===== src/hw/amp_ctrl_consts.vh =====
`ifndef AMP_CTRL_CONSTS_VH
`define AMP_CTRL_CONSTS_VH

// Wishbone register byte addresses of the controller
`define ADDR_CTRL        4'h0
`define ADDR_STATUS      4'h4
`define ADDR_WORD        4'h8
`define ADDR_PAR         4'hC
`define ADDR_BITS        4

// Control register fields
`define CTRL_START_BIT   0
`define CTRL_MODE_BIT    1
`define CTRL_CHAIN_LSB   8
`define CTRL_CHAIN_W     4
`define CTRL_HALF_LSB    16
`define CTRL_HALF_W      8
`define CTRL_RESET       32'h00000000

// Status register fields
`define STAT_BUSY_BIT    0
`define STAT_MODE_BIT    1
`define STAT_DONE_BIT    2

// Parallel register fields
`define PAR_GAIN_LSB     0
`define PAR_GAIN_W       3
`define PAR_PD_BIT       4

// Amplifier control word layout
`define WORD_W           16
`define WORD_GAIN_LSB    0
`define WORD_COMP_LSB    3
`define WORD_ROUTE_LSB   6
`define WORD_SWAP_BIT    8
`define WORD_POWER_DOWN_REQ_BIT    9
`define WORD_EXT_CAP_FILTER_EN_BIT    10
`define WORD_PIN_BIT     11
`define WORD_CUR_LSB     12
`define WORD_SPARE_BIT   15
`define WORD_RESET       16'h0000
`define WORD_LAST_IDX    4'hF

// Serial clock half period, minus one, in system clocks
`define HALF_DEFAULT     8'h04
`define HALF_MIN         8'h01

`endif


===== src/hw/word_store.v =====
`timescale 1ns/1ns
// Small memory holding the words of one daisy chain frame
module word_store #(
  parameter DEPTH = 16,
  parameter AW    = 4,
  parameter DW    = 16
) (
  // Clock
  input  wire          i_clock,
  // Write port
  input  wire          i_we,
  input  wire [AW-1:0] i_waddr,
  input  wire [DW-1:0] i_wdata,
  // Read port
  input  wire [AW-1:0] i_raddr,
  output reg  [DW-1:0] o_rdata
);

  reg [DW-1:0] mem [0:DEPTH-1];

  always @(posedge i_clock) begin
    if (i_we) begin
      mem[i_waddr] <= i_wdata;
    end
    o_rdata <= mem[i_raddr];
  end

endmodule


===== src/hw/amp_host_ctrl.v =====
`timescale 1ns/1ns
// Operation
// - Bits 12-14 fault current; bit 15 always written zero.
// - Host shifts exactly sixteen bits per word.
// - Serial clock stays high at both select edges.
// - Host writes the control word right after power-on; here nothing is sent until software writes the start bit.
// - Shared select loads all devices alike; separate selects load them apart.
// - Daisy chain: data out feeds next device data in.
// - In a chain first word sent ends up in the last device.
`include "amp_ctrl_consts.vh"
module amp_host_ctrl #(
  parameter CHAIN_MAX = 16,
  parameter CHAIN_AW  = 4
) (
  // Clock and reset
  input  wire        i_clock,
  input  wire        i_rst_b,
  // Wishbone slave
  input  wire        i_wb_cyc,
  input  wire        i_wb_stb,
  input  wire        i_wb_we,
  input  wire [3:0]  i_wb_adr,
  input  wire [3:0]  i_wb_sel,
  input  wire [31:0] i_wb_dat,
  output reg  [31:0] o_wb_dat,
  output reg         o_wb_ack,
  // Mode reference levels
  output reg         o_mode_ref_a,
  output reg         o_mode_ref_b,
  // Serial link
  output reg         o_sclk,
  output reg         o_sdata,
  output reg         o_chip_select_n,
  input  wire        i_sdata_ret,
  // Parallel pins
  output reg         o_gain_sel_lsb,
  output reg         o_gain_sel_mid,
  output reg         o_gain_sel_msb,
  output reg         o_power_down_req
);

  localparam ST_IDLE  = 3'h0;
  localparam ST_FETCH = 3'h1;
  localparam ST_LOAD  = 3'h2;
  localparam ST_LOW   = 3'h3;
  localparam ST_HIGH  = 3'h4;
  localparam ST_END   = 3'h5;
  localparam ST_CSUP  = 3'h6;

  // Software registers
  reg                      serial_mode_r;
  reg [`CTRL_CHAIN_W-1:0]  chain_last_r;
  reg [`CTRL_HALF_W-1:0]   half_r;
  reg [`PAR_GAIN_W-1:0]    par_gain_r;
  reg                      par_pd_r;
  reg                      done_r;
  reg [`WORD_W-1:0]        echo_r;
  // Engine
  reg [2:0]                state_r;
  reg [CHAIN_AW-1:0]       word_idx_r;
  reg [3:0]                bit_cnt_r;
  reg [`CTRL_HALF_W-1:0]   tick_r;
  reg [`WORD_W-1:0]        shift_r;
  reg                      ret_meta_r;
  reg                      ret_sync_r;

  wire [`WORD_W-1:0] store_rdata;
  wire               wb_req  = i_wb_cyc & i_wb_stb & ~o_wb_ack;
  wire               wb_wr   = i_wb_cyc & i_wb_stb & i_wb_we & o_wb_ack;
  wire               busy    = (state_r != ST_IDLE);
  wire               hit_w   = wb_wr & (i_wb_adr == `ADDR_WORD) & (&i_wb_sel[1:0]);
  // Serial mode out of reset, so software can load the amplifier on its first write
  wire               start   = wb_wr & (i_wb_adr == `ADDR_CTRL) & i_wb_sel[0]
                               & i_wb_dat[`CTRL_START_BIT] & ~busy & serial_mode_r;
  wire               tick_dn = (tick_r == {`CTRL_HALF_W{1'b0}});

  // Spare bit forced low whatever software writes
  function [`WORD_W-1:0] clean_word;
    input [`WORD_W-1:0] w;
    begin
      clean_word = w & ~(16'h0001 << `WORD_SPARE_BIT);
    end
  endfunction

  function [`CTRL_HALF_W-1:0] half_sat;
    input [`CTRL_HALF_W-1:0] h;
    begin
      half_sat = (h < `HALF_MIN) ? `HALF_MIN : h;
    end
  endfunction

  word_store #(
    .DEPTH (CHAIN_MAX),
    .AW    (CHAIN_AW),
    .DW    (`WORD_W)
  ) u_store (
    .i_clock (i_clock),
    .i_we    (hit_w),
    .i_waddr (i_wb_dat[`WORD_W+CHAIN_AW-1:`WORD_W]),
    .i_wdata (clean_word(i_wb_dat[`WORD_W-1:0])),
    .i_raddr (word_idx_r),
    .o_rdata (store_rdata)
  );

  // Bus slave: ack one cycle after request; writes commit on the edge that sees ack high
  always @(posedge i_clock or negedge i_rst_b) begin
    if (!i_rst_b) begin
      o_wb_ack      <= 1'b0;
      o_wb_dat      <= 32'h00000000;
      serial_mode_r <= 1'b1;
      chain_last_r  <= {`CTRL_CHAIN_W{1'b0}};
      half_r        <= `HALF_DEFAULT;
      par_gain_r    <= {`PAR_GAIN_W{1'b0}};
      par_pd_r      <= 1'b0;
    end else begin
      o_wb_ack <= wb_req;
      o_wb_dat <= 32'h00000000;
      if (wb_req && !i_wb_we) begin
        case (i_wb_adr)
          `ADDR_CTRL: begin
            o_wb_dat <= {8'h00, half_r, 4'h0, chain_last_r, 6'h00, serial_mode_r, 1'b0};
          end
          `ADDR_STATUS: begin
            o_wb_dat <= {29'h00000000, done_r, serial_mode_r, busy};
          end
          `ADDR_WORD: begin
            o_wb_dat <= {16'h0000, echo_r};
          end
          `ADDR_PAR: begin
            o_wb_dat <= {27'h0000000, par_pd_r, 1'b0, par_gain_r};
          end
          default: begin
            o_wb_dat <= 32'h00000000;
          end
        endcase
      end
      // Mode and chain length are frozen during a frame
      if (wb_wr && i_wb_adr == `ADDR_CTRL && !busy) begin
        if (i_wb_sel[0]) begin
          serial_mode_r <= i_wb_dat[`CTRL_MODE_BIT];
        end
        if (i_wb_sel[1]) begin
          chain_last_r <= i_wb_dat[`CTRL_CHAIN_LSB+`CTRL_CHAIN_W-1:`CTRL_CHAIN_LSB];
        end
        if (i_wb_sel[2]) begin
          half_r <= half_sat(i_wb_dat[`CTRL_HALF_LSB+`CTRL_HALF_W-1:`CTRL_HALF_LSB]);
        end
      end
      if (wb_wr && i_wb_adr == `ADDR_PAR && i_wb_sel[0]) begin
        par_gain_r <= i_wb_dat[`PAR_GAIN_LSB+`PAR_GAIN_W-1:`PAR_GAIN_LSB];
        par_pd_r   <= i_wb_dat[`PAR_PD_BIT];
      end
    end
  end

  // Mode pins and parallel pins
  always @(posedge i_clock or negedge i_rst_b) begin
    if (!i_rst_b) begin
      o_mode_ref_a     <= 1'b0;
      o_mode_ref_b     <= 1'b1;
      o_gain_sel_lsb   <= 1'b0;
      o_gain_sel_mid   <= 1'b0;
      o_gain_sel_msb   <= 1'b0;
      o_power_down_req <= 1'b0;
    end else begin
      o_mode_ref_a <= ~serial_mode_r;
      o_mode_ref_b <= serial_mode_r;
      // Parallel pins are shared with the serial link on the device, so park them in serial mode
      if (serial_mode_r) begin
        o_gain_sel_lsb   <= 1'b0;
        o_gain_sel_mid   <= 1'b0;
        o_gain_sel_msb   <= 1'b0;
        o_power_down_req <= 1'b0;
      end else begin
        o_gain_sel_msb   <= par_gain_r[2];
        o_gain_sel_mid   <= par_gain_r[1];
        o_gain_sel_lsb   <= par_gain_r[0];
        o_power_down_req <= par_pd_r;
      end
    end
  end

  // Returned chain data crosses in via two flops
  always @(posedge i_clock or negedge i_rst_b) begin
    if (!i_rst_b) begin
      ret_meta_r <= 1'b0;
      ret_sync_r <= 1'b0;
    end else begin
      ret_meta_r <= i_sdata_ret;
      ret_sync_r <= ret_meta_r;
    end
  end

  // Serial engine: words 0..chain_last sent in index order, first ends in last device
  always @(posedge i_clock or negedge i_rst_b) begin
    if (!i_rst_b) begin
      state_r         <= ST_IDLE;
      word_idx_r      <= {CHAIN_AW{1'b0}};
      bit_cnt_r       <= 4'h0;
      tick_r          <= {`CTRL_HALF_W{1'b0}};
      shift_r         <= `WORD_RESET;
      echo_r          <= `WORD_RESET;
      done_r          <= 1'b0;
      o_sclk          <= 1'b1;
      o_sdata         <= 1'b0;
      o_chip_select_n <= 1'b1;
    end else begin
      if (!tick_dn) begin
        tick_r <= tick_r - 1'b1;
      end
      case (state_r)
        ST_IDLE: begin
          o_sclk <= 1'b1;
          if (start) begin
            done_r     <= 1'b0;
            word_idx_r <= {CHAIN_AW{1'b0}};
            state_r    <= ST_FETCH;
          end
        end
        ST_FETCH: begin
          state_r <= ST_LOAD;
        end
        ST_LOAD: begin
          shift_r   <= store_rdata;
          bit_cnt_r <= `WORD_LAST_IDX;
          tick_r    <= half_r;
          // Select falls while clock is high; one select line serves every chained device
          o_chip_select_n <= 1'b0;
          state_r         <= ST_LOW;
        end
        ST_LOW: begin
          if (tick_dn) begin
            o_sclk  <= 1'b0;
            o_sdata <= shift_r[`WORD_W-1];
            tick_r  <= half_r;
            state_r <= ST_HIGH;
          end
        end
        ST_HIGH: begin
          if (tick_dn) begin
            // Device samples on this rise
            o_sclk  <= 1'b1;
            shift_r <= {shift_r[`WORD_W-2:0], ret_sync_r};
            tick_r  <= half_r;
            if (bit_cnt_r == 4'h0) begin
              state_r <= ST_END;
            end else begin
              bit_cnt_r <= bit_cnt_r - 1'b1;
              state_r   <= ST_LOW;
            end
          end
        end
        ST_END: begin
          if (tick_dn) begin
            if (word_idx_r == chain_last_r[CHAIN_AW-1:0]) begin
              // Rise of select latches the word with clock still high
              o_chip_select_n <= 1'b1;
              echo_r          <= shift_r;
              tick_r          <= half_r;
              state_r         <= ST_CSUP;
            end else begin
              word_idx_r <= word_idx_r + 1'b1;
              state_r    <= ST_FETCH;
            end
          end
        end
        ST_CSUP: begin
          // Deselect gap before another frame may begin
          if (tick_dn) begin
            done_r  <= 1'b1;
            state_r <= ST_IDLE;
          end
        end
        default: begin
          state_r <= ST_IDLE;
        end
      endcase
    end
  end

endmodule


===== config.mk =====
export PLATFORM = sky130hd
export DESIGN_NAME = amp_host_ctrl
export DESIGN_NICKNAME = d
export VERILOG_FILES = /design/src/hw/word_store.v /design/src/hw/amp_host_ctrl.v
export VERILOG_INCLUDE_DIRS = /design/src /design/src/hw
export SDC_FILE = /design/constraint.sdc
export NUM_CORES = 1
export LEC_CHECK = 0
export BUFFER_PORTS_ARGS = -buffer_cell sky130_fd_sc_hd__buf_2
export CAP_MARGIN = 20
export CORE_MARGIN = 8
export CORE_UTILIZATION = 30
export DETAILED_ROUTE_END_ITERATION = 10
export REMOVE_ABC_BUFFERS = 1
export SLEW_MARGIN = 20
export SYNTH_ARGS = -nofsm -noshare
export SYNTH_HDL_FRONTEND = slang
export SYNTH_SLANG_ARGS = --single-unit
export TNS_END_PERCENT = 100

===== constraint.sdc =====
create_clock -name i_clock -period 3.6 [get_ports i_clock]
set_clock_uncertainty 0.1 [all_clocks]
set_input_delay 0.36 -clock i_clock [delete_from_list [all_inputs] [get_ports i_clock]]
set_output_delay 0.36 -clock i_clock [all_outputs]
set_load 0.02 [all_outputs]

==> run_results.csv, run 1 <==
group,metric,value,unit
synth,synth_edf_count,240,
finish,drive_gt1_share,30.1,%
global_route,grt_use_total,11.2,%
placed_design,hpwl,18300,um
global_route,grt-ovfl-total,0,
drt,avgRoutedWirePerCell,19.7,um
timing,rsz0062_at_grt,"no",
synth,synth_area,0.0141,sq mm
setup_path,r2r_slack,0.77,ns
finish,finalInstanceArea,0.0166,sq mm
setup_path,critPathArrivalTime,3.15,ns
timing,fin_tns_setup,0,ns
setup_path,path_cells,"inv_1 -> ha_1 -> or3b_2 -> or2_1 -> nor3_4 -> buf_4 -> mux2_2",
floorplan,num_rows,79,
timing,hold_ws,0.0675,ns
drt,ant_nets,0,
timing,finalSetupViolCount,0,
run,maxCapViolCount,0,
clock_tree,worstSkewPairLatency,0.54,ns
synth,synth_seq_area_share,71.9,%
timing,fin_crit,2.83,ns
synth,synth_cell_types,59,
clock_tree,h-tree-depth,2,
finish,area_delta_synth_final,17.4,%
placed_design,postPlaceCellArea,0.0153,sq mm
finish,final_common_cell,"edfxtp_1",
floorplan,core,0.0465,sq mm
clock_tree,cts.sinks,360,
setup_path,critPathRequiredTime,3.92,ns
power,power_density,557,mW/mm^2
drt,first_pass_iters,4,
finish,nets,948,
global_route,grt_max_degree,65,
global_route,antenna_found_initial,2,
timing,fmax,353,MHz
finish,fin_util,35.7,%
timing,slew_violations,0,
synth,async_reset_ff_share,29.2,%
clock_tree,clk_pin_slew,0.06,ns
power,p_leak,5.93,nW
global_route,first_global_vias,7517,
power,power.total,9.22,mW
synth,syn_avg_cell_area,17.8,sq um
synth,synth_cells,792,
setup_path,critPathLaunchType,"flop",
drt,routed_wl,30200,um
setup_path,critical_path.max_stage_delay,0.49,ns
global_route,grt_pass1_wl,46500,um
setup_path,critPathKind,"reg2reg",
clock_tree,clockRootBuffer,"clkbuf_16",
drt,vias_per_cell,4.70,
timing,worst_slew_pin_slew,0.905,ns
floorplan,die_x,233,um
placed_design,gp_congestion,0.744,
clock_tree,post_cts_buffers,0,
floorplan,initial_utilization,30.4,%
setup_path,worstSetupEndpointType,"flop",
clock_tree,clk_path_buf_depth,3,
setup_path,cpMaxStageDelayCell,"or3b_2",
floorplan,die_y,233,um
power,vdd_drop_max,0.291,mV
timing,hold_violations,0,
drt,num_vias,7219,
drt,drt_iter0_drc,528,
min_path,min_path_type,"in2reg",
clock_tree,numCtsBuffers,38,
placed_design,portBuffers,69,
status,status,"finished, final reports clean",
floorplan,io_pins,88,
setup_path,critPathMaxFanout,17,
drt,drc,0,
finish,layout_common_cells,"240 x edfxtp_1, 98 x dfrtp_1, 75 x mux4_2",
floorplan,die_area,0.0542,sq mm
timing,finalCritPeriodShare,78.6,%
clock_tree,cts_tree,"built",
synth,synth_flop_cell,"edfxtp_1",
timing,slew_headroom,39.0,%
synth,ys_seq_elements,360,
synth,ys_warn_count,0,
[what timing repair did]
item	4_1_cts	5_1_grt
hold buffers	9	0
hold endpoints to repair	51	0
resized for setup	0	0
[per-stage QoR]
step	worst slack, ns	cells
after floorplan	-0.680	751
after global placement	0.867	1456
after detailed placement	0.819	1456
after CTS	0.788	1535
after global routing	0.627	1535
final	0.769	1536
[registers in the layout, summed over array words and instances (netlist names), 3 cells and up]
signal / flops
bit_cnt_r: 4
u_store.o_rdata: 15
o_wb_dat: 24
shift_r: 16
par_gain_r: 3
state_r: 3
tick_r: 8
half_r: 8
word_idx_r: 4
chain_last_r: 4
echo_r: 16
u_store.mem: 240
[metal layers]
metal,GRT usage (%),part of all wire (%),vias to the layer above
met5,0,0.036,-
met2,18.3,49,171
met4,2.85,1.7,2
li1,-,-,3292
met1,15.0,44,3710
met3,2.40,5.7,44
[final timing paths]
| check | from | endpoint | depth (start not counted) |
|---|---|---|---|
| worst min register to register | ret_meta_r$_DFF_PN0_ | ret_sync_r$_DFF_PN0_ | 0 |
| max in group asynchronous | i_rst_b | o_mode_ref_b$_DFF_PN1_ | 3 |
| min in group asynchronous | i_rst_b | bit_cnt_r[3]$_DFFE_PN0P_ | 2 |
| worst max register to register | tick_r[0]$_DFF_PN0_ | echo_r[12]$_DFFE_PN0P_ | 7 |
| worst min-delay path | i_wb_dat[16] | half_r[0]$_DFFE_PN0P_ | 3 |
| worst max-delay path | tick_r[0]$_DFF_PN0_ | echo_r[12]$_DFFE_PN0P_ | 7 |
[area by class of cell]
class	count	area (sq um)
fill	4334	29900
multi-input combinational	382	3760
sequential	360	10100
inverter	9	33.8
timing repair buffer	107	681
tap	607	759
antenna	1	2.50
clock inverter	18	135
clock buffer	52	1040
[critical path, delay by kind of cell, from the launching register on]
family	cells	cell delay [ns]
muxes	1	0.37
buffers and inverters	2	0.42
and+or+nand+nor	3	1.19
adders and majority gates	1	0.17
DFF	1	0.45
[cell families (layout without fill, tap and decap cells)]
| logic type | after synthesis | in the layout | synth area share, % |
|---|---|---|---|
| fa+ha+maj | 4 | 4 | 0.355 |
| simple gates | 158 | 158 | 5.82 |
| xor+xnor | 11 | 11 | 0.683 |
| compound gates | 74 | 74 | 3.40 |
| other cells | 1 | 9 | 0.0266 |
| flops | 360 | 360 | 71.9 |
| mux | 127 | 127 | 16.0 |
| buf+inv | 57 | 186 | 1.90 |
[cell usage after synthesis, types with 3 or more instances]
library cell	number	share of area, %
edfxtp_1	240	51
dfrtp_1	100	18
mux4_2	75	12
nor2_1	44	1.2
mux2_2	34	2.7
nand2_1	32	0.85
clkbuf_1	28	0.74
o21ai_0	25	0.89
mux2i_1	18	1.3
and2_1	16	0.71
dfxtp_1	15	2.1
nor3_1	14	0.50
a21oi_1	12	0.43
inv_1	9	0.24
buf_4	8	0.43
nor2b_1	8	0.35
a22oi_1	7	0.37
buf_2	7	0.25
nand4_1	6	0.27
or3_1	6	0.27
xnor2_1	6	0.37
dfstp_2	5	0.93
nand2b_1	5	0.22
xor2_1	5	0.31
ha_1	4	0.35
nand3_1	4	0.14
nor3b_1	4	0.21
o22ai_1	4	0.18
o2bb2ai_1	4	0.25
a211oi_1	3	0.16
buf_1	3	0.080
nor4_1	3	0.13
[power breakdown]
part	switching (mW)	internal, mW
sequential	0.180	4.57
clock	1.58	2.05
combinational	0.485	0.352
total	2.24	6.98
(Power assumes the default switching activity.)
==> inputs of run 2 (changes only) <==
- clock period: 3.6 -> 2.65 ns (I/O delays scaled with it)
==> run 2 against run 1 <==
Core utilization is 0.96 points higher; first-iteration DRC count fell by 7.4%; wire length increased by 2.4%; total power up 41%; register-to-register slack worse by 0.58 ns; worst setup slack got worse by 0.65 ns; final cell count is 2.6% higher.
==> run_results.csv, run 2 (synthesis results as in run 1) <==
group,metric,value,unit
drt,avgRoutedWirePerCell,19.6,um
clock_tree,cts.sinks,360,
drt,routed_wl,31000,um
floorplan,io_pins,88,
status,status,"finished, final reports clean",
finish,reg.largest.list,"u_store.mem (240), o_wb_dat (24)",
timing,hold_violations,0,
setup_path,critPathRequiredTime,2.77,ns
global_route,antenna_found_initial,2,
clock_tree,clk_pin_slew,0.06,ns
finish,fin_util,36.6,%
drt,first_pass_iters,5,
power,power.total,13.0,mW
floorplan,die_y,233,um
placed_design,hpwl,20300,um
clock_tree,post_cts_buffers,0,
finish,fillCellCount,4370,
run,maxCapViolCount,0,
finish,top_register,"u_store.mem",
global_route,grt_pass1_wl,47300,um
finish,drive_gt1_share,32.9,%
timing,fin_crit,2.53,ns
finish,finalInstanceArea,0.0170,sq mm
power,power_density,762,mW/mm^2
timing,fin_tns_setup,0,ns
global_route,grt_use_total,11.4,%
clock_tree,worstSkewPairLatency,0.55,ns
timing,finalSetupViolCount,0,
clock_tree,clk_path_buf_depth,3,
timing,finalCritPeriodShare,95.6,%
power,p_leak,6.19,nW
finish,nets,986,
timing,rsz0062_at_grt,"no",
setup_path,worstSetupEndpointType,"flop",
timing,slew_headroom,46.0,%
placed_design,postPlaceCellArea,0.0155,sq mm
power,vdd_drop_max,0.549,mV
floorplan,initial_utilization,30.4,%
drt,vias_per_cell,4.74,
placed_design,dp.cells,1482,
placed_design,gp_congestion,0.792,
clock_tree,h-tree-depth,2,
min_path,min_path_type,"in2reg",
drt,ant_nets,0,
drt,num_vias,7470,
timing,fmax,395,MHz
clock_tree,numCtsBuffers,40,
finish,layout_common_cells,"240 x edfxtp_1, 98 x dfrtp_1, 75 x mux4_2",
floorplan,die_area,0.0542,sq mm
setup_path,critPathKind,"in2reg",
global_route,first_global_vias,7711,
timing,hold_ws,0.0270,ns
finish,area_delta_synth_final,20.5,%
timing,slew_violations,0,
placed_design,portBuffers,69,
setup_path,critPathLaunchType,"primary input",
timing,fin_ws,0.115,ns
setup_path,critPathMaxFanout,10,
timing,worst_slew_pin_slew,0.803,ns
finish,register_area,0.0101,sq mm
clock_tree,clockRootBuffer,"clkbuf_16",
finish,largest_register_ffs,240,
finish,instances_no_fill,1576,
drt,drc,0,
floorplan,die_x,233,um
floorplan,core,0.0465,sq mm
global_route,grt_max_degree,51,
clock_tree,cts_tree,"built",
placed_design,place_ws,0.163,ns
floorplan,num_rows,79,
finish,multiInputGateArea,0.00376,sq mm
drt,drt_iter0_drc,489,
setup_path,critPathArrivalTime,2.66,ns
finish,final_common_cell,"edfxtp_1",
global_route,grt-ovfl-total,0,
## run 2: layout make-up
type | instances | area share (%)
Clock buffer | 54 | 6.67
Multi-Input combinational cell | 382 | 22.1
Clock inverter | 20 | 0.853
Antenna cell | 1 | 0.0147
Sequential cell | 360 | 59.7
Tap cell | 607 | 4.47
Inverter | 9 | 0.199
Timing Repair Buffer | 143 | 6.03
## run 2: report_power, final
| group | internal [mW] | total (mW) | leakage (nW) | switching (mW) |
|---|---|---|---|---|
| Sequential | 6.21 | 6.42 | 3.63 | 0.203 |
| Combinational | 0.526 | 1.24 | 1.91 | 0.712 |
| Clock | 3.12 | 5.31 | 0.644 | 2.19 |
## run 2: worst paths after layout
path | start | slack, ns | cells past startpoint | endpoint
worst min-delay path | i_wb_dat[8] | 0.03 | 1 | u_store.mem[5][8]$_DFFE_PP_
worst min register to register | ret_meta_r$_DFF_PN0_ | 0.29 | 0 | ret_sync_r$_DFF_PN0_
max in group asynchronous | i_rst_b | 1.51 | 3 | par_gain_r[0]$_DFFE_PN0P_
worst max register to register | tick_r[0]$_DFF_PN0_ | 0.19 | 8 | bit_cnt_r[1]$_DFFE_PN0P_
worst max-delay path | i_wb_adr[3] | 0.12 | 7 | u_store.mem[6][3]$_DFFE_PP_
min in group asynchronous | i_rst_b | 0.19 | 2 | o_wb_dat[15]$_DFF_PN0_
## run 2: per-layer routing
layer	vias to the layer above	routed length [um]	track usage (%)
li1	3373	-	-
met1	3873	13800	15.3
met2	175	14900	18.5
met3	49	1690	2.83
met4	0	599	3.07
met5	-	0	0
## run 2: repair_timing
action | in CTS | in global routing
hold buffers | 19 | 0
endpoints found under the setup margin | 0 | 3
resized for setup | 0 | 1
endpoints found under the hold margin | 148 | 0
## run 2: worst max-delay path, cell delays in order
cell and delay [ns]:
dlygate4sd3_1 0.53, buf_2 0.19, nor4b_1 0.37, nand4_1 0.34, or3_1 0.50, nor2_1 0.19, buf_4 0.27
==> inputs of run 3 (changes only) <==
- CELL_PAD_IN_SITES_DETAIL_PLACEMENT: not set -> 1
- CELL_PAD_IN_SITES_GLOBAL_PLACEMENT: not set -> 2
- PLACE_DENSITY_LB_ADDON: not set -> 0.1
==> run 3 against run 2 <==
Critical path depth is the same; sequential share of layout area shrank 0.63 points; global-route usage up 1.9 points; largest cell class unchanged; non-clock buffer count decreased by 7.
==> run_results.csv, run 3 (synthesis results as in run 1) <==
group,metric,value,unit
status,status,"finished, final reports clean",
floorplan,initial_utilization,30.4,%
global_route,gr-usage-met3,2.85,%
setup_path,critical_path.max_stage_delay,0.49,ns
setup_path,worstSetupEndpointType,"flop",
clock_tree,clk_path_buf_depth,3,
power,swShare,24.4,%
timing,fmax,408,MHz
clock_tree,cts.sinks,360,
finish,fin_util,37.0,%
global_route,busiest_layer,"met2",
global_route,grt_pass1_wl,54200,um
finish,fillCellCount,4676,
global_route,grt-ovfl-total,0,
floorplan,die_y,233,um
drt,drc,0,
floorplan,die_area,0.0542,sq mm
drt,drt_iter0_drc,326,
clock_tree,numCtsBuffers,42,
timing,slew_headroom,53.8,%
setup_path,r2r_cells,7,
timing,slew_violations,0,
setup_path,critPathLaunchType,"flop",
finish,largest_register_ffs,240,
power,p_int,10.1,mW
global_route,use_met2,22.6,%
floorplan,die_x,233,um
run,maxCapViolCount,0,
power,vdd_drop_max,0.480,mV
setup_path,critPathKind,"reg2reg",
power,p_comb_share,10.1,%
timing,rsz0062_at_grt,"no",
timing,worst_slew_pin_slew,0.686,ns
clock_tree,worstSkewPairLatency,0.56,ns
power,p_leak,6.18,nW
power,power_switching,3.25,mW
finish,top_register,"u_store.mem",
timing,finalSetupViolCount,0,
setup_path,r2r-start,"tick_r[0]$_DFF_PN0_",
power,clkPwrFrac,41.6,%
setup_path,rr_endpoint,"echo_r[5]$_DFFE_PN0P_",
clock_tree,clk_pin_slew,0.06,ns
finish,final_common_cell,"edfxtp_1",
finish,area_delta_synth_final,21.8,%
drt,first_pass_iters,4,
setup_path,cpMaxStageDelayCell,"or3b_2",
setup_path,cp_num_buf_inv,2,
timing,hold_violations,0,
setup_path,critPathArrivalTime,2.79,ns
setup_path,path_cells,"inv_1 -> ha_1 -> or3b_2 -> or2_4 -> nor3_4 -> buf_12 -> mux2_2",
timing,fin_tns_setup,0,ns
clock_tree,h-tree-depth,2,
clock_tree,clockRootBuffer,"clkbuf_16",
setup_path,critPathMaxFanout,17,
floorplan,num_rows,79,
drt,avgRoutedWirePerCell,22.7,um
timing,fin_crit,2.45,ns
drt,num_vias,7577,
setup_path,critPathCapture,"echo_r[5]$_DFFE_PN0P_",
placed_design,gp_congestion,0.733,
setup_path,r2r_slack,0.20,ns
finish,layout_common_cells,"240 x edfxtp_1, 98 x dfrtp_1, 75 x mux4_2",
setup_path,crit_family,"simple AND/OR/NAND/NOR gates",
setup_path,critPathRequiredTime,2.99,ns
global_route,grtUsageMet1,17.1,%
placed_design,portBuffers,69,
finish,reg.largest.list,"u_store.mem (240), o_wb_dat (24)",
clock_tree,cts_tree,"built",
floorplan,io_pins,88,
finish,nets,981,
drt,ant_nets,0,
drt,routed_wl,35600,um
setup_path,cp_num_cells,7,
placed_design,hpwl,22400,um
drt,vias_per_cell,4.82,
global_route,antenna_found_initial,4,
global_route,first_global_vias,8352,
clock_tree,post_cts_buffers,0,
power,power_density,774,mW/mm^2
timing,finalCritPeriodShare,92.6,%
global_route,grt_max_degree,65,
setup_path,startpoint,"tick_r[0]$_DFF_PN0_",
floorplan,core,0.0465,sq mm
finish,drive_gt1_share,31.1,%
power,seqPwrFrac,48.3,%
global_route,grt_use_total,13.4,%
min_path,min_path_type,"in2reg",
==> run 3: cell count changes in the layout (fill, tap and decap cells not counted), moves of 3 or more <==
cell	delta
dlygate4sd3_1	+5
clkbuf_8	-6
buf_4	-27
clkinv_4	-3
buf_12	+15
clkinv_1	+4
inv_4	-3
clkbuf_1	+3
==> run 3: worst min path at each step <==
stage / endpoint / from / cells after the start / slack, ns
after floorplan: bit_cnt_r[0]$_DFFE_PN0P_ / i_rst_b / 0 / -0.13
after global placement: bit_cnt_r[2]$_DFFE_PN0P_ / i_rst_b / 1 / 0.20
after detailed placement: bit_cnt_r[0]$_DFFE_PN0P_ / i_rst_b / 1 / 0.21
after CTS: half_r[2]$_DFFE_PN1P_ / i_wb_dat[18] / 2 / 0.004
after global routing: u_store.mem[2][8]$_DFFE_PP_ / i_wb_dat[8] / 1 / 0.02
final: u_store.mem[2][8]$_DFFE_PP_ / i_wb_dat[8] / 1 / 0.03
==> run 3: through the flow <==
step	std cells	hold slack (ns)	instance area (sq um)	setup slack [ns]	power (mW)
floorplan	751	-0.131	13900	-1.63	7.28
global placement	1470	0.199	15600	0.0518	7.82
detailed placement	1470	0.211	15600	0.0675	7.87
CTS	1568	0.00364	17200	0.0733	13.6
global route	1570	0.0190	17200	0.0356	13.9
finish	1571	0.0321	17200	0.196	13.3
==> run 3: timing repair <==
item                                    in CTS  in global routing
hold endpoints to repair                   219                  0
hold buffers                                24                  0
resized for setup                            0                  1
endpoints found under the setup margin       0                 16
==> run 3: final cells by class <==
| class | count | area, sq um | area share, % |
|---|---|---|---|
| antenna | 3 | 7.51 | 0.0437 |
| clock buffer | 53 | 1110 | 6.48 |
| clock inverter | 21 | 196 | 1.14 |
| inverter | 9 | 33.8 | 0.197 |
| multi-input combinational | 382 | 3760 | 21.9 |
| sequential | 360 | 10100 | 59.0 |
| tap | 607 | 759 | 4.42 |
| timing repair buffer | 136 | 1170 | 6.83 |
==> run 3: power groups by stage <==
stage,logic [mW],clock network (mW),registers (mW)
final,1.35,5.54,6.42
after global routing,1.54,5.94,6.45
after CTS,1.37,5.76,6.42
after detailed placement,1.34,0,6.53
after global placement,1.30,0,6.52
after floorplan,0.768,0,6.51
==> run 3: layer usage <==
metal  vias up  part of all wire (%)
li1       3359                     -
met1      4021                    44
met2       143                    50
met3        54                   4.3
met4         0                   2.4
met5         -                     0
